**config.mk**
```make
export PLATFORM = sky130hd
export DESIGN_NAME = lift_door_ctrl
export DESIGN_NICKNAME = d
export VERILOG_FILES = /design/src/verilog/lift_ctrl_pkg.sv /design/src/verilog/lift_door_ctrl.sv
export SDC_FILE = /design/constraint.sdc
export NUM_CORES = 1
export LEC_CHECK = 0
export BUFFER_PORTS_ARGS = -buffer_cell sky130_fd_sc_hd__buf_4
export CELL_PAD_IN_SITES_DETAIL_PLACEMENT = 1
export CELL_PAD_IN_SITES_GLOBAL_PLACEMENT = 1
export CORE_MARGIN = 4
export CORE_UTILIZATION = 42
export CTS_BUF_LIST = sky130_fd_sc_hd__clkbuf_8
export DETAILED_ROUTE_END_ITERATION = 6
export MAX_ROUTING_LAYER = met4
export PLACE_DENSITY_LB_ADDON = 0.25
export SLEW_MARGIN = 20
export SYNTH_ARGS = -nofsm -noshare
export SYNTH_HDL_FRONTEND = slang
export SYNTH_SLANG_ARGS = --single-unit
```
**constraint.sdc**
```tcl
create_clock -name clk_sys -period 2.7 [get_ports clk_sys]
set_input_delay 0.27 -clock clk_sys [delete_from_list [all_inputs] [get_ports clk_sys]]
set_output_delay 0.27 -clock clk_sys [all_outputs]
set_load 0.02 [all_outputs]
```
**src/verilog/lift_ctrl_pkg.sv**
```systemverilog
/*
  Package for the lift door and run mode control block: timing constants,
  floor count, door states and service modes.
  Assumes a 100 MHz system clock.
*/
package lift_ctrl_pkg;

  // -------------------------------------------------------------------------
  // Timing
  // -------------------------------------------------------------------------
  localparam int          CLK_HZ        = 100_000_000;
  localparam int          TICK_MS       = 100;           // Timebase step
  localparam int          TICK_CYCLES   = CLK_HZ / 1000 * TICK_MS;
  localparam int          OFFSET_S      = 2;             // Hold offset
  localparam logic [7:0]  OFFSET_TICKS  = 8'(OFFSET_S * 1000 / TICK_MS);
  localparam logic [7:0]  HOLD_MIN      = 8'h01;
  localparam logic [23:0] TICK_ONE      = 24'h00_0001;
  localparam logic [7:0]  CNT_ONE       = 8'h01;
  localparam logic [7:0]  CNT_ZERO      = 8'h00;

  // -------------------------------------------------------------------------
  // Geometry
  // -------------------------------------------------------------------------
  localparam int          FLOORS        = 8;
  localparam int          FW            = 3;             // Floor index width
  localparam logic [2:0]  FLOOR_BOTTOM  = 3'h0;
  localparam logic [2:0]  FLOOR_TOP     = 3'h7;
  localparam logic [7:0]  CALL_NONE     = 8'h00;
  localparam logic [7:0]  OVL_CODE      = 8'h0C;         // Overload display code

  // -------------------------------------------------------------------------
  // States and modes
  // -------------------------------------------------------------------------
  typedef enum logic [4:0] {
    DOOR_CLOSED  = 5'b0_0001,
    DOOR_OPENING = 5'b0_0010,
    DOOR_HOLD    = 5'b0_0100,
    DOOR_CLOSING = 5'b0_1000,
    DOOR_WAIT    = 5'b1_0000
  } door_type;

  typedef enum logic [2:0] {
    MODE_AUTO      = 3'b001,
    MODE_ATTENDANT = 3'b010,
    MODE_INSPECT   = 3'b100
  } mode_type;

endpackage

```
**src/verilog/lift_door_ctrl.sv**
```systemverilog
/*
  Lift door and run mode control: selects service mode, sequences the door,
  latches car and landing calls, and handles reopen triggers and overload.
  Assumes all inputs synchronous to clk_sys; door operator reports limits;
  stopped/levelling flags come from the drive side.
*/
`timescale 1ns/1ps
`default_nettype none
// Behaviour
// RQ1 - Auto and attendant service open the door whenever the car stops; code opens it only when level_zone is also set.
// RQ2 - Automatic service holds the open door, then closes after the delay.
// RQ3 - The close pushbutton starts closing in automatic and attendant service.
// RQ4 - Car calls latch when entered; calls wrong for travel are dropped.
// RQ5 - A landing call stops the car only when its direction matches travel.
// RQ6 - At terminal floors automatic service answers opposite direction calls too.
// RQ7 - Automatic service needs inspection normal, all switches auto, selector auto.
// RQ8 - Attendant service: switches normal, selector attendant; close only by button.
// RQ9 - Inspection runs the car up or down only while its button is held.
// RQ10 - Inspection stops the car as soon as the held button is released.
// RQ11 - Auto/inspection switches resolve by priority: car top, car, cabinet.
// RQ12 - After power-up inside a levelling zone the door opens itself.
// RQ13 - Close delay is hold time minus 2 s for landing only, plus 2 s both.
// RQ14 - Same-floor landing call while closing or idle closed reopens the door.
// RQ15 - Safety edge or curtain during closing reopens, closes once clear.
// RQ16 - Overload keeps door open, lamp, buzzer, code shown, travel inhibited.
// RQ17 - Clearing overload removes its indications and resumes normal service.
// RQ18 - Hold delay counts ticks of a fixed timebase from the system clock.
// RQ19 - Reopen triggers beat both the close button and the auto-close timer.
module lift_door_ctrl (
  // Clock and reset
  input  wire logic       clk_sys,
  input  wire logic       resetn,
  // Mode switches (1 = inspection / attendant)
  input  wire logic       insp_top,
  input  wire logic       insp_car,
  input  wire logic       insp_cabinet,
  input  wire logic       sel_attendant,
  // Inspection pushbuttons
  input  wire logic       insp_up_btn,
  input  wire logic       insp_down_btn,
  // Car state from drive side
  input  wire logic [2:0] cur_floor,
  input  wire logic       car_stopped,
  input  wire logic       level_zone,
  input  wire logic       travel_up,
  // Calls
  input  wire logic [7:0] car_call_btn,
  input  wire logic [7:0] land_up_btn,
  input  wire logic [7:0] land_down_btn,
  // Door and safety
  input  wire logic       close_btn,
  input  wire logic       door_open_lim,
  input  wire logic       door_closed_lim,
  input  wire logic       safety_edge,
  input  wire logic       overload,
  input  wire logic [7:0] hold_time,          // Hold time T in 100 ms ticks
  // Door operator
  output logic            door_open_cmd,
  output logic            door_close_cmd,
  // Travel
  output logic            travel_enable,
  output logic            insp_run_up,
  output logic            insp_run_down,
  output logic            stop_here,
  // Calls and indications
  output logic [7:0]      car_calls,
  output logic [7:0]      land_up_calls,
  output logic [7:0]      land_down_calls,
  output logic            overload_lamp,
  output logic            buzzer,
  output logic [7:0]      overload_indication_code,
  output logic [2:0]      mode
);

  // -------------------------------------------------------------------------
  // Helpers
  // -------------------------------------------------------------------------
  // One-hot mask of a floor
  function automatic logic [7:0] floor_bit(input logic [2:0] f);
    floor_bit = 8'(lift_ctrl_pkg::CNT_ONE << f);
  endfunction

  // Floors strictly above (dir=1) or below (dir=0) the given floor
  function automatic logic [7:0] beyond(input logic [2:0] f, input logic dir);
    logic [7:0] m;
    m = 8'(floor_bit(f) - lift_ctrl_pkg::CNT_ONE);
    beyond = dir ? ~(m | floor_bit(f)) : m;
  endfunction

  lift_ctrl_pkg::mode_type next_mode;
  lift_ctrl_pkg::door_type door;
  lift_ctrl_pkg::door_type next_door;
  logic [23:0] tick_cnt;
  logic        tick;
  logic [7:0]  hold_cnt;
  logic [7:0]  hold_load;
  logic        hold_done;
  logic        was_stopped;
  logic        power_up;
  logic        same_land;
  logic        reopen;
  logic        auto_svc;
  logic        do_close;

  // -------------------------------------------------------------------------
  // Mode selection
  // -------------------------------------------------------------------------
  // RQ7 RQ8 RQ11 mode priority
  // Car top over car over cabinet; any inspection wins over selector
  always_comb begin
    if (insp_top) begin
      next_mode = lift_ctrl_pkg::MODE_INSPECT;
    end else if (insp_car) begin
      next_mode = lift_ctrl_pkg::MODE_INSPECT;
    end else if (insp_cabinet) begin
      next_mode = lift_ctrl_pkg::MODE_INSPECT;
    end else if (sel_attendant) begin
      next_mode = lift_ctrl_pkg::MODE_ATTENDANT;
    end else begin
      next_mode = lift_ctrl_pkg::MODE_AUTO;
    end
  end

  // Registered mode
  always_ff @(posedge clk_sys) begin
    if (!resetn) begin
      mode <= lift_ctrl_pkg::MODE_INSPECT;
    end else begin
      mode <= next_mode;
    end
  end

  assign auto_svc = (mode == lift_ctrl_pkg::MODE_AUTO);

  // -------------------------------------------------------------------------
  // Inspection run
  // -------------------------------------------------------------------------
  // RQ9 RQ10 held button run
  // Run only while one button held, stop next edge on release
  always_ff @(posedge clk_sys) begin
    if (!resetn) begin
      insp_run_up   <= 1'b0;
      insp_run_down <= 1'b0;
    end else begin
      insp_run_up   <= (next_mode == lift_ctrl_pkg::MODE_INSPECT) && insp_up_btn
                       && !insp_down_btn && !overload;
      insp_run_down <= (next_mode == lift_ctrl_pkg::MODE_INSPECT) && insp_down_btn
                       && !insp_up_btn && !overload;
    end
  end

  // -------------------------------------------------------------------------
  // Calls
  // -------------------------------------------------------------------------
  // RQ4 car call latch
  // Latch new calls; drop those behind travel and the one answered
  always_ff @(posedge clk_sys) begin
    if (!resetn || mode == lift_ctrl_pkg::MODE_INSPECT) begin
      car_calls <= lift_ctrl_pkg::CALL_NONE;
    end else begin
      car_calls <= (car_calls | car_call_btn)
                   & beyond(cur_floor, travel_up)
                   | (car_call_btn & ~floor_bit(cur_floor));
    end
  end

  // Landing calls latch; cleared at the floor when the door opens
  always_ff @(posedge clk_sys) begin
    if (!resetn || mode == lift_ctrl_pkg::MODE_INSPECT) begin
      land_up_calls   <= lift_ctrl_pkg::CALL_NONE;
      land_down_calls <= lift_ctrl_pkg::CALL_NONE;
    end else if (door == lift_ctrl_pkg::DOOR_OPENING) begin
      land_up_calls   <= (land_up_calls | land_up_btn) & ~floor_bit(cur_floor);
      land_down_calls <= (land_down_calls | land_down_btn) & ~floor_bit(cur_floor);
    end else begin
      land_up_calls   <= land_up_calls | land_up_btn;
      land_down_calls <= land_down_calls | land_down_btn;
    end
  end

  // RQ5 RQ6 stop decision
  // Stop on own car call, same-direction landing call, or terminal reversal
  always_ff @(posedge clk_sys) begin
    if (!resetn) begin
      stop_here <= 1'b0;
    end else begin
      stop_here <= |(car_calls & floor_bit(cur_floor))
                   || (travel_up && |(land_up_calls & floor_bit(cur_floor)))
                   || (!travel_up && |(land_down_calls & floor_bit(cur_floor)))
                   || (auto_svc && cur_floor == lift_ctrl_pkg::FLOOR_TOP
                       && land_down_calls[lift_ctrl_pkg::FLOOR_TOP])
                   || (auto_svc && cur_floor == lift_ctrl_pkg::FLOOR_BOTTOM
                       && land_up_calls[lift_ctrl_pkg::FLOOR_BOTTOM]);
    end
  end

  // -------------------------------------------------------------------------
  // Timebase and hold timer
  // -------------------------------------------------------------------------
  // RQ18 fixed timebase
  always_ff @(posedge clk_sys) begin
    if (!resetn || tick) begin
      tick_cnt <= '0;
    end else begin
      tick_cnt <= tick_cnt + lift_ctrl_pkg::TICK_ONE;
    end
  end
  assign tick = (tick_cnt == 24'(lift_ctrl_pkg::TICK_CYCLES - 1));

  // RQ13 delay from hold time
  always_comb begin
    hold_load = hold_time;
    if (|(land_up_calls | land_down_calls) && |car_calls) begin
      hold_load = 8'(hold_time + lift_ctrl_pkg::OFFSET_TICKS);
    end else if (|(land_up_calls | land_down_calls)) begin
      hold_load = (hold_time > lift_ctrl_pkg::OFFSET_TICKS)
                  ? 8'(hold_time - lift_ctrl_pkg::OFFSET_TICKS) : lift_ctrl_pkg::HOLD_MIN;
    end
  end

  // Reload on entry to hold, count down on ticks
  always_ff @(posedge clk_sys) begin
    if (!resetn) begin
      hold_cnt <= lift_ctrl_pkg::CNT_ZERO;
    end else if (door != lift_ctrl_pkg::DOOR_HOLD || reopen) begin
      hold_cnt <= hold_load;
    end else if (tick && hold_cnt != lift_ctrl_pkg::CNT_ZERO) begin
      hold_cnt <= hold_cnt - lift_ctrl_pkg::CNT_ONE;
    end
  end
  assign hold_done = (hold_cnt == lift_ctrl_pkg::CNT_ZERO);

  // -------------------------------------------------------------------------
  // Door sequence
  // -------------------------------------------------------------------------
  // Stop edge and power-up flag
  always_ff @(posedge clk_sys) begin
    if (!resetn) begin
      was_stopped <= 1'b1;
      power_up    <= 1'b1;
    end else begin
      was_stopped <= car_stopped;
      power_up    <= 1'b0;
    end
  end

  assign same_land = |((land_up_calls | land_down_calls | land_up_btn | land_down_btn)
                       & floor_bit(cur_floor));
  // RQ19 reopen priority
  assign reopen   = overload || safety_edge || same_land;
  assign do_close = !reopen && (close_btn || (auto_svc && hold_done));

  // RQ1 RQ2 RQ3 RQ8 RQ12 RQ14 RQ15 door transitions
  always_comb begin
    next_door = door;
    case (door)
      lift_ctrl_pkg::DOOR_CLOSED: begin
        if (car_stopped && level_zone && ((power_up && next_mode != lift_ctrl_pkg::MODE_INSPECT)
            || (mode != lift_ctrl_pkg::MODE_INSPECT && (!was_stopped || reopen)))) begin
          next_door = lift_ctrl_pkg::DOOR_OPENING;
        end
      end
      lift_ctrl_pkg::DOOR_OPENING: begin
        if (door_open_lim) begin
          next_door = lift_ctrl_pkg::DOOR_HOLD;
        end
      end
      lift_ctrl_pkg::DOOR_HOLD: begin
        if (do_close) begin
          next_door = lift_ctrl_pkg::DOOR_CLOSING;
        end
      end
      lift_ctrl_pkg::DOOR_CLOSING: begin
        if (safety_edge) begin
          next_door = lift_ctrl_pkg::DOOR_WAIT;
        end else if (reopen) begin
          next_door = lift_ctrl_pkg::DOOR_OPENING;
        end else if (door_closed_lim) begin
          next_door = lift_ctrl_pkg::DOOR_CLOSED;
        end
      end
      lift_ctrl_pkg::DOOR_WAIT: begin
        if (!safety_edge && door_open_lim && !overload) begin
          next_door = lift_ctrl_pkg::DOOR_CLOSING;
        end
      end
      default: next_door = lift_ctrl_pkg::DOOR_CLOSED;
    endcase
  end

  // Door state register
  always_ff @(posedge clk_sys) begin
    if (!resetn) begin
      door <= lift_ctrl_pkg::DOOR_CLOSED;
    end else begin
      door <= next_door;
    end
  end

  // Door operator commands from next state
  always_ff @(posedge clk_sys) begin
    if (!resetn) begin
      door_open_cmd  <= 1'b0;
      door_close_cmd <= 1'b0;
    end else begin
      door_open_cmd  <= (next_door == lift_ctrl_pkg::DOOR_OPENING)
                        || (next_door == lift_ctrl_pkg::DOOR_WAIT);
      door_close_cmd <= (next_door == lift_ctrl_pkg::DOOR_CLOSING);
    end
  end

  // -------------------------------------------------------------------------
  // Overload and travel
  // -------------------------------------------------------------------------
  // RQ16 RQ17 overload indications
  always_ff @(posedge clk_sys) begin
    if (!resetn) begin
      overload_lamp            <= 1'b0;
      buzzer                   <= 1'b0;
      overload_indication_code <= lift_ctrl_pkg::CALL_NONE;
      travel_enable            <= 1'b0;
    end else begin
      overload_lamp            <= overload;
      buzzer                   <= overload;
      overload_indication_code <= overload ? lift_ctrl_pkg::OVL_CODE
                                           : lift_ctrl_pkg::CALL_NONE;
      travel_enable            <= !overload && mode != lift_ctrl_pkg::MODE_INSPECT
                                  && next_door == lift_ctrl_pkg::DOOR_CLOSED
                                  && door_closed_lim;
    end
  end

  // -------------------------------------------------------------------------
  // Checks
  // -------------------------------------------------------------------------
  a_overload_no_travel: assert property (@(posedge clk_sys) disable iff (!resetn) // RQ16
    overload |=> !travel_enable && overload_lamp && buzzer)
    else $error("travel or indication wrong under overload");
  a_overload_clears: assert property (@(posedge clk_sys) disable iff (!resetn) // RQ17
    !overload |=> !overload_lamp && overload_indication_code == 8'h00)
    else $error("overload indication stuck");
  a_insp_release_stop: assert property (@(posedge clk_sys) disable iff (!resetn) // RQ10
    !insp_up_btn |=> !insp_run_up)
    else $error("inspection run continued after release");
  a_insp_only_mode: assert property (@(posedge clk_sys) disable iff (!resetn) // RQ9
    (insp_run_up || insp_run_down) |-> $past(insp_top || insp_car || insp_cabinet))
    else $error("inspection run outside inspection");
  a_mode_priority: assert property (@(posedge clk_sys) disable iff (!resetn) // RQ11
    (insp_top || insp_car || insp_cabinet) |=> mode == 3'b100)
    else $error("inspection switch not honoured");
  a_attendant_select: assert property (@(posedge clk_sys) disable iff (!resetn) // RQ8
    (!insp_top && !insp_car && !insp_cabinet && sel_attendant) |=> mode == 3'b010)
    else $error("attendant mode not entered");
  a_auto_select: assert property (@(posedge clk_sys) disable iff (!resetn) // RQ7
    (!insp_top && !insp_car && !insp_cabinet && !sel_attendant) |=> mode == 3'b001)
    else $error("auto mode not entered");
  a_reopen_beats_close: assert property (@(posedge clk_sys) disable iff (!resetn) // RQ19
    (door == lift_ctrl_pkg::DOOR_HOLD && reopen) |=> !door_close_cmd)
    else $error("close issued despite reopen trigger");
  a_edge_reopens: assert property (@(posedge clk_sys) disable iff (!resetn) // RQ15
    (door == lift_ctrl_pkg::DOOR_CLOSING && safety_edge) |=> door_open_cmd)
    else $error("safety edge did not reopen door");
  a_close_button: assert property (@(posedge clk_sys) disable iff (!resetn) // RQ3
    (door == lift_ctrl_pkg::DOOR_HOLD && close_btn && !reopen) |=> door_close_cmd)
    else $error("close button ignored");

endmodule
`default_nettype wire

```
# Yosys cells after proc, flatten, opt, wreduce, memory -nomap -nowiden
# Cells that the tools add are included.
# Widths: inputs -> output; s select.
word_totals:
  regBits: 81
  input_bits: 51
  output_inout_bits: 43
  elab_cells: 137
op_classes:
  n_addsub: 5
  magnitude_cmp: 1
  eq_ne: 17
  shifts: 1
  n_mux: 22
  bitwise_logic: 18
  n_reduce_logical: 56
ops:
  columns: ["operator", "count"]
  rows:
  - ["$and 8x8->8", 8]
  - ["$mux 8", 8]
  - ["$or 8x8->8", 8]
  - ["$reduce_or 8->1", 6]
  - ["$mux 5", 7]
  - ["$logic_and 1x1->1", 25]
  - ["$pmux 5 s5", 1]
  - ["$add 24x1->24 const B", 1]
  - ["$eq 24x24->1 const B", 1]
  - ["$not 8->8", 2]
  - ["$sub 8x1->8 const B", 2]
  - ["$logic_or 1x1->1", 13]
  - ["$eq 5x1->1 const B", 2]
  - ["$eq 5x2->1 const B", 2]
  - ["$eq 5x4->1 const B", 2]
  - ["$eq 5x5->1 const B", 2]
  - ["$eq 3x3->1 const B", 3]
  - ["$mux 3", 3]
  - ["$add 8x5->8 const B", 1]
  - ["$gt 8x5->1 const B", 1]
  - ["$logic_not 1->1", 8]
  - ["$logic_not 8->1", 1]
  - ["$reduce_bool 8->1", 1]
  - ["$shl 1x3->8 const A", 1]
  - ["other kinds (10)", 11]

# Logic depth before layout (Yosys ltp)
# Gate-level depths: netlist of run 1.
depth:
  word_depth: 15
  mapped_depth: 11
  depth_no_buf: 9

# Worst setup path after synthesis of run 1
# Ideal clock, no wire load.
synth_path:
  path_kind: "in2reg"
  startpoint: "input port cur_floor[1]"
  endpoint: "register car_calls[4]"
  setup_time_ns: 0.132
  arrival_ns: 2.127
  required_ns: 2.568
  slack_ns: 0.440
  cell_stages: 11
  path_buffers: 2
  cell_sequence: "buf_2 -> buf_2 -> nor3_1 -> inv_1 -> ha_1 -> inv_1 -> a21o_1 -> ha_1 -> mux2_2 -> o21ai_0 -> a21oi_1"
synth_via:
  elab_chain_len: 7
  word_cells_on_any_way: 9
  cone_classes: "add/sub: 1; shift: 1; mux: 1; bitwise: 6"
synth_rtl:
  columns: ["element", "line_no", "source"]
  rows:
  - ["from (decl)", "lift_door_ctrl.sv:42", "input wire logic [2:0] cur_floor,"]
  - ["$shl 1x3->8 (*)", "lift_door_ctrl.sv:80", "floor_bit = 8'(lift_ctrl_pkg::CNT_ONE << f);"]
  - ["$sub 8x1->8", "lift_door_ctrl.sv:86", "m = 8'(floor_bit(f) - lift_ctrl_pkg::CNT_ONE);"]
  - ["$or 8x8->8", "lift_door_ctrl.sv:87", "beyond = dir ? ~(m | floor_bit(f)) : m;"]
  - ["$not 8->8", "lift_door_ctrl.sv:87", null]
  - ["$mux 8", "lift_door_ctrl.sv:87", null]
  - ["$and 8x8->8", "lift_door_ctrl.sv:162", "& beyond(cur_floor, travel_up)"]
  - ["$or 8x8->8 (*)", "lift_door_ctrl.sv:163", "| (car_call_btn & ~floor_bit(cur_floor));"]
  - ["to (signal assigned)", "lift_door_ctrl.sv:159", "car_calls <= lift_ctrl_pkg::CALL_NONE;"]
  - ["to (signal assigned)", "lift_door_ctrl.sv:161", "car_calls <= (car_calls | car_call_btn)"]
  - ["to (decl)", "lift_door_ctrl.sv:66", "output logic [7:0] car_calls,"]
# Every way passes the cells marked *; elsewhere a longest branch is shown, timed or not.
# A chain may end at the register's enable or synchronous reset.

# Final worst setup path of run 1
layout_path:
  startpoint: "register hold_cnt[2]"
  endpoint: "register hold_cnt[0]"
layout_via:
  elab_chain_len: 3
layout_rtl:
  columns: ["element", "line_no", "source"]
  rows:
  - ["from (decl)", "lift_door_ctrl.sv:95", "logic [7:0] hold_cnt;"]
  - ["from (signal assigned)", "lift_door_ctrl.sv:224", "hold_cnt <= lift_ctrl_pkg::CNT_ZERO;"]
  - ["from (signal assigned)", "lift_door_ctrl.sv:226", "hold_cnt <= hold_load;"]
  - ["from (signal assigned)", "lift_door_ctrl.sv:228", "hold_cnt <= hold_cnt - lift_ctrl_pkg::CNT_ONE;"]
  - ["$reduce_bool 8->1", "lift_door_ctrl.sv:227", "end else if (tick && hold_cnt != lift_ctrl_pkg::CNT_ZERO) begin"]
  - ["$logic_and 1x1->1", "lift_door_ctrl.sv:227", null]
  - ["$reduce_bool 2->1 (no source line)", null, null]
# Every way passes these cells.

==> flow_metrics.py, run 1 <==
metrics = {
    "place": {
        "io_buffers": 87,
        "dp_hpwl_mm": 9.74,
        "place_area_mm2": 0.00489,
        "gp_congestion": 0.864,
    },
    "timing": {
        "tightest_slew_ps": 733,
        "whs_ps": 66.6,
        "final_hold_viol_count": 0,
        "setup_violations": 0,
        "period_share_pct": 84.4,
        "setup_tns_ps": 0,
        "fmax_mhz": 439,
        "fin_crit_ps": 2280,
        "rsz0062_at_grt": "no",
        "relSlewSlack_pct": 50.8,
        "drv_slew": 0,
        "skew_ps": 13.3,
    },
    "die": {
        "die_area_mm2": 0.0116,
        "io_pins": 94,
        "die_y_um": 108,
        "placementRows": 36,
        "die_w_um": 108,
        "initial_utilization_pct": 43.0,
        "core_area_mm2": 0.00973,
    },
    "critical_path": {
        "crit_path_max_fanout": 7,
        "crit_path_end": "hold_cnt[0]",
        "crit_family": "simple AND/OR/NAND/NOR gates",
        "startpoint_type": "flop",
        "cp-startpoint": "hold_cnt[2]",
        "arrival_ps": 2540,
        "reg2reg_slack_ps": 420,
        "critical_path.cell_chain": "or4_4, nor4_2, or4_1, xnor2_1, nor2_1, a211oi_1",
        "path_buf_inv": 0,
        "max_stage_delay_ps": 590,
        "path_class": "reg2reg",
        "end_kind": "flop",
        "worstPathRequired_ps": 2970,
        "r2r-end": "hold_cnt[0]",
        "timing.rr.start": "hold_cnt[2]",
        "rr_worst_depth": 6,
        "slowest_stage": "or4_4",
        "crit_cells": 6,
    },
    "finish": {
        "stdcell_area_mm2": 0.00507,
        "final_cell_mix": "buf_4, dfxtp_1, nor2_1, nand2_1, a21oi_1",
        "fin_util_pct": 52.1,
        "layout_commonest_cell": "buf_4",
        "syn2layout_area_growth_pct": 21.2,
        "fillers": 1194,
        "drive_above_1_share_pct": 23.8,
        "nets": 636,
        "antennaDiodeCount": 0,
    },
    "clock_network": {
        "post_cts_buffers": 0,
        "cts_root_buf": "clkbuf_8",
        "clk_latency_ps": 360,
        "cts_tree": "yes",
        "cts_repair_resize_count": 0,
        "htreeDepth": 3,
        "hold_buffers": 0,
        "cts.clk_slew.worst_paths_ps": 90,
        "clockBufferDepth": 2,
        "cts_made_buffers": 9,
        "clock_sinks": 73,
    },
    "drt": {
        "routed_wl_mm": 12.4,
        "drtIter0Drc": 153,
        "routedWlPerCell_um": 17.5,
        "drt_first_pass_iters": 4,
        "vias": 3932,
        "drtAntennaViolNets": 0,
        "via_per_inst": 5.55,
        "drc": 0,
    },
    "grt": {
        "track_usage_pct": 22.6,
        "grt_first_pass_wirelength_mm": 20.5,
        "overflow": 0,
        "grt_max_degree": 20,
        "grt_pass1_vias": 4196,
        "antenna_found_initial": 0,
    },
    "yosys": {
        "yosysWarnings": 0,
        "ys_seq_elements": 73,
        "yosys.area_share.simple_pct": 28.9,
        "synth_compound_area_share_pct": 16.0,
        "synth_top_family_by_area": "simple AND/OR/NAND/NOR gates",
        "synth_edf_count": 0,
        "synthesis.area_mm2": 0.00419,
        "async_reset_ff_share_pct": 0,
        "synthAdderAreaFrac_pct": 4.18,
        "syn_area_per_cell_um2": 8.51,
        "ys_seq_area_share_pct": 34.9,
        "synth_ff_type": "dfxtp_1",
        "synth_cells": 492,
        "yosys.area_share.xor_xnor_pct": 6.49,
        "synthMuxAreaShare_pct": 3.68,
        "ys_types": 69,
    },
    "power_and_ir_drop": {
        "power.density_mw_per_mm2": 465,
        "peakVddDrop_mv": 0.194,
        "power.total_mw": 2.36,
        "leakage_nw": 2.07,
    },
    "hold_path": {
        "hold_depth": 2,
        "min_path_type": "in2reg",
    },
    "outcome": {
        "status": "finished, final reports clean",
    },
    "run": {
        "maxCapViolCount": 0,
    },
}
## power breakdown
part	internal [mW]	total (mW)	switching, mW
Combinational	0.184	0.414	0.231
Clock	0.341	0.800	0.458
Sequential	1.11	1.14	0.0379
Total	1.63	2.36	0.727
## worst register-to-register path, cell delays in order (launching register included)
cell and delay [ps]:
dfxtp_1 400, or4_4 600, nor4_2 280, or4_1 480, xnor2_1 180, nor2_1 60
a211oi_1 200
## area by class of cell
class	count	area [um2]	share of cell area (%)
Inverter	23	86.3	1.70
Tap cell	133	166	3.28
Multi-Input combinational cell	374	2500	49.4
Sequential cell	73	1460	28.8
Timing Repair Buffer	90	676	13.3
Clock buffer	9	124	2.44
Clock inverter	7	53.8	1.06
## cell usage after synthesis, drive strengths merged, types with 3 or more instances
cell type	n	share of area [%]
a21o	5	0.90
o22ai	11	1.9
nand4	4	0.60
xnor2	14	2.9
a22oi	3	0.54
xor2	17	3.6
o21ai	19	2.3
o21a	9	1.6
clkbuf	10	0.90
buf	17	2.7
mux2	7	1.9
nor4	21	4.4
a21oi	24	2.9
mux2i	3	0.72
inv	22	2.0
and4	5	1.0
nor4b	7	2.1
and3	12	1.9
nor2	61	5.5
nand2b	3	0.45
dfxtp	73	35
or4	3	0.63
ha	14	4.2
o22a	3	0.63
nand3b	4	0.72
nand2	37	3.3
nor2b	5	0.75
nor3	11	1.7
and2	7	1.0
nor3b	6	1.2
nand3	19	2.3
o211ai	5	1.0
a211oi	4	0.72
## per-layer routing
layer / global-route usage, % / up-vias / wire length [um]
li1: - / 1916 / -
met1: 26.4 / 1922 / 5380
met2: 39.3 / 74 / 6330
met3: 3.24 / 20 / 436
met4: 8.30 / 0 / 255
met5: - / - / 0
## worst min-delay path by stage
stage / start / end / slack (ps)
after global placement: insp_down_btn / insp_run_up / 440
after floorplan: sel_attendant / mode[0] / 340
final: sel_attendant / mode[0] / 70
after CTS: insp_up_btn / insp_run_down / 50
after detailed placement: insp_up_btn / insp_run_down / 440
after global routing: sel_attendant / mode[0] / 50
## metrics by stage
step | cells | setup WS (ps)
final | 709 | 421
after detailed placement | 693 | 276
after global placement | 693 | 423
after global routing | 709 | 247
after CTS | 709 | 425
after floorplan | 497 | 440
## state kept, by name (all words and copies together) (netlist names), 3 cells and up
signal,flops
car_calls,8
door,5
hold_cnt,8
land_down_calls,8
land_up_calls,8
mode,3
tick_cnt,24
## logic make-up (layout without fill, tap and decap cells)
family,Yosys count,count (layout)
AO/OA/AOI/OAI,99,99
buffers and inverters,50,129
adder cells (fa/ha/maj),14,14
AND/OR/NAND/NOR,212,212
multiplexers,12,12
XOR/XNOR,31,31
flip-flops,73,73
other,1,6
Note: power is estimated with default switching activity, not from simulation.
==> run 2: changes to the inputs <==
ABC_AREA = 1   (was not set)
CORE_UTILIZATION = 36   (was 42)
clock period = 2 ns   (was 2.7 ns; I/O delays follow)
==> flow_metrics.py, run 2 <==
metrics = {
    "yosys": {
        "yosysMostFrequentCell": "nand2_1",
        "synth_edf_count": 0,
        "synth_area_leaders": "dfxtp_1, nand2_1, nor2_1, inv_1, ha_1",
        "synth_ff_type": "dfxtp_1",
        "synth_top_area_cell": "dfxtp_1",
        "async_reset_ff_share_pct": 0,
        "ys_types": 47,
        "yosysTopAreaCellShare_pct": 33.7,
        "ys_seq_area_share_pct": 33.7,
        "yosysWarnings": 0,
        "synthesis.area_mm2": 0.00433,
        "ys_seq_elements": 73,
        "synth_cells": 652,
        "syn_area_per_cell_um2": 6.64,
        "synth_commonest_cells": "nand2_1, nor2_1, inv_1, dfxtp_1, nand3_1",
    },
    "grt": {
        "track_usage_pct": 20.3,
        "grt_pass1_vias": 4659,
        "antenna_found_initial": 0,
        "grt_max_degree": 25,
        "grt_first_pass_wirelength_mm": 22.5,
        "overflow": 0,
    },
    "clock_network": {
        "clock_sinks": 73,
        "htreeDepth": 3,
        "clockBufferDepth": 2,
        "clk_latency_ps": 360,
        "cts.clk_slew.worst_paths_ps": 80,
        "cts_made_buffers": 9,
        "cts_root_buf": "clkbuf_8",
        "cts_tree": "yes",
    },
    "outcome": {
        "status": "finished, final reports clean",
    },
    "die": {
        "io_pins": 94,
        "placementRows": 39,
        "die_w_um": 118,
        "die_y_um": 118,
        "core_area_mm2": 0.0116,
        "die_area_mm2": 0.0138,
        "initial_utilization_pct": 37.3,
    },
    "drt": {
        "drtIter0Drc": 215,
        "via_per_inst": 5.08,
        "drt_first_pass_iters": 5,
        "vias": 4539,
        "drtAntennaViolNets": 0,
        "routed_wl_mm": 13.6,
        "drc": 0,
        "routedWlPerCell_um": 15.2,
    },
    "finish": {
        "nets": 812,
        "layout_commonest_cell": "nand2_1",
        "syn2layout_area_growth_pct": 23.5,
        "regMostFlops": "tick_cnt",
        "final_cell_mix": "nand2_1, nor2_1, buf_4, inv_1, dfxtp_1",
        "antennaDiodeCount": 0,
        "drive_above_1_share_pct": 19.2,
        "largest_register_ffs": 24,
    },
    "place": {
        "gp_congestion": 0.874,
        "io_buffers": 87,
        "pre_cts_slack_ps": 105,
        "dp_hpwl_mm": 11.0,
    },
    "critical_path": {
        "crit_cells": 11,
        "reg2reg_slack_ps": 200,
        "startpoint_type": "flop",
        "cp-startpoint": "land_up_calls[6]",
        "end_kind": "flop",
        "max_stage_delay_ps": 350,
        "critical_path.cell_chain": "nor2_1, nand2_1, nand2_1, nand2_1, nor2_1, and2_4, nand3_4, nor2_4, inv_2, o21ai_1, nor2_1",
        "path_class": "reg2reg",
        "rr_worst_depth": 11,
        "timing.rr.start": "land_up_calls[6]",
        "r2r-end": "hold_cnt[3]",
        "path_buf_inv": 1,
        "crit_family": "simple AND/OR/NAND/NOR gates",
        "worstPathRequired_ps": 2260,
        "crit_path_end": "hold_cnt[3]",
        "crit_path_max_fanout": 8,
        "arrival_ps": 2060,
        "slowest_stage": "dfxtp_1",
    },
    "timing": {
        "setup_tns_ps": 0,
        "setup_violations": 0,
        "period_share_pct": 89.9,
        "final_hold_viol_count": 0,
        "tightest_slew_ps": 529,
        "drv_slew": 0,
        "relSlewSlack_pct": 64.4,
        "fin_crit_ps": 1800,
        "fmax_mhz": 556,
        "skew_ps": 8.21,
        "layout_setup_ws_ps": 201,
    },
    "power_and_ir_drop": {
        "power.density_mw_per_mm2": 620,
        "peakVddDrop_mv": 0.379,
        "leakage_nw": 2.47,
        "power.total_mw": 3.32,
    },
    "run": {
        "maxCapViolCount": 0,
    },
    "hold_path": {
        "min_path_type": "in2reg",
    },
}
run 2: changes by cell type after synthesis, sizes merged, moves of 10 or more:
cell   before  now
nand2      37  148
inv        22   89
nor2       61  117
nand3      19   38
nor4       21    8
and3       12    0
o21ai      19   29
run 2: logic make-up (layout without fill, tap and decap cells):
family          count (synthesis)  after routing  synth area share (%)
compound gates                 82             82                  10.6
xor+xnor                       18             18                  3.64
fa+ha+maj                      14             14                  4.05
buf+inv                       108            202                  11.0
flops                          73             73                  33.7
mux                             2              2                 0.462
other cells                     1              6                0.0866
simple gates                  354            354                  36.4
run 2: layout make-up:
class / count / area [um2]
fillers: 1574 / 6260
clock inverters: 4 / 43.8
clock buffers: 11 / 151
repair buffers: 97 / 746
flip-flops and latches: 73 / 1460
multi-input cells: 476 / 2430
well taps: 143 / 179
inverters: 90 / 343
run 2: metrics by stage:
step	instance area [um2]	utilization [%]	hold slack [ps]	cells
global placement	5100	43.9	366	874
global route	5350	46.1	35.2	894
CTS	5310	45.7	29.8	891
detailed placement	5100	43.9	371	874
finish	5350	46.1	52.8	894
floorplan	4350	-	272	657
run 2: timing repair:
action,CTS,global route
resized for setup,0,5
setup endpoints to repair,0,9
endpoints found under the hold margin,2,0
hold buffers,2,0
buffers inserted,0,3
run 2: worst min path at each step:
stage	startpoint	slack (ps)	cells after the start	end
after floorplan	sel_attendant	270	1	mode[0]
after global placement	sel_attendant	370	2	mode[0]
after CTS	car_stopped	30	2	was_stopped
after global routing	car_stopped	40	2	was_stopped
final	car_stopped	50	2	was_stopped
after detailed placement	sel_attendant	370	2	mode[0]
run 2: metal layers:
| metal | vias to the layer above | global-route usage (%) | wire, um |
|---|---|---|---|
| met5 | - | - | 0 |
| met4 | 0 | 7.69 | 297 |
| met3 | 20 | 3.41 | 652 |
| met2 | 114 | 31.9 | 6130 |
| met1 | 2141 | 26.3 | 6480 |
| li1 | 2264 | - | - |
run 2: report_power, final:
part,internal (mW),switching (mW),total [mW],leakage (nW)
logic,0.242,0.363,0.605,1.77
registers,1.50,0.0366,1.53,0.593
clock network,0.629,0.550,1.18,0.106
total,2.37,0.949,3.32,2.47
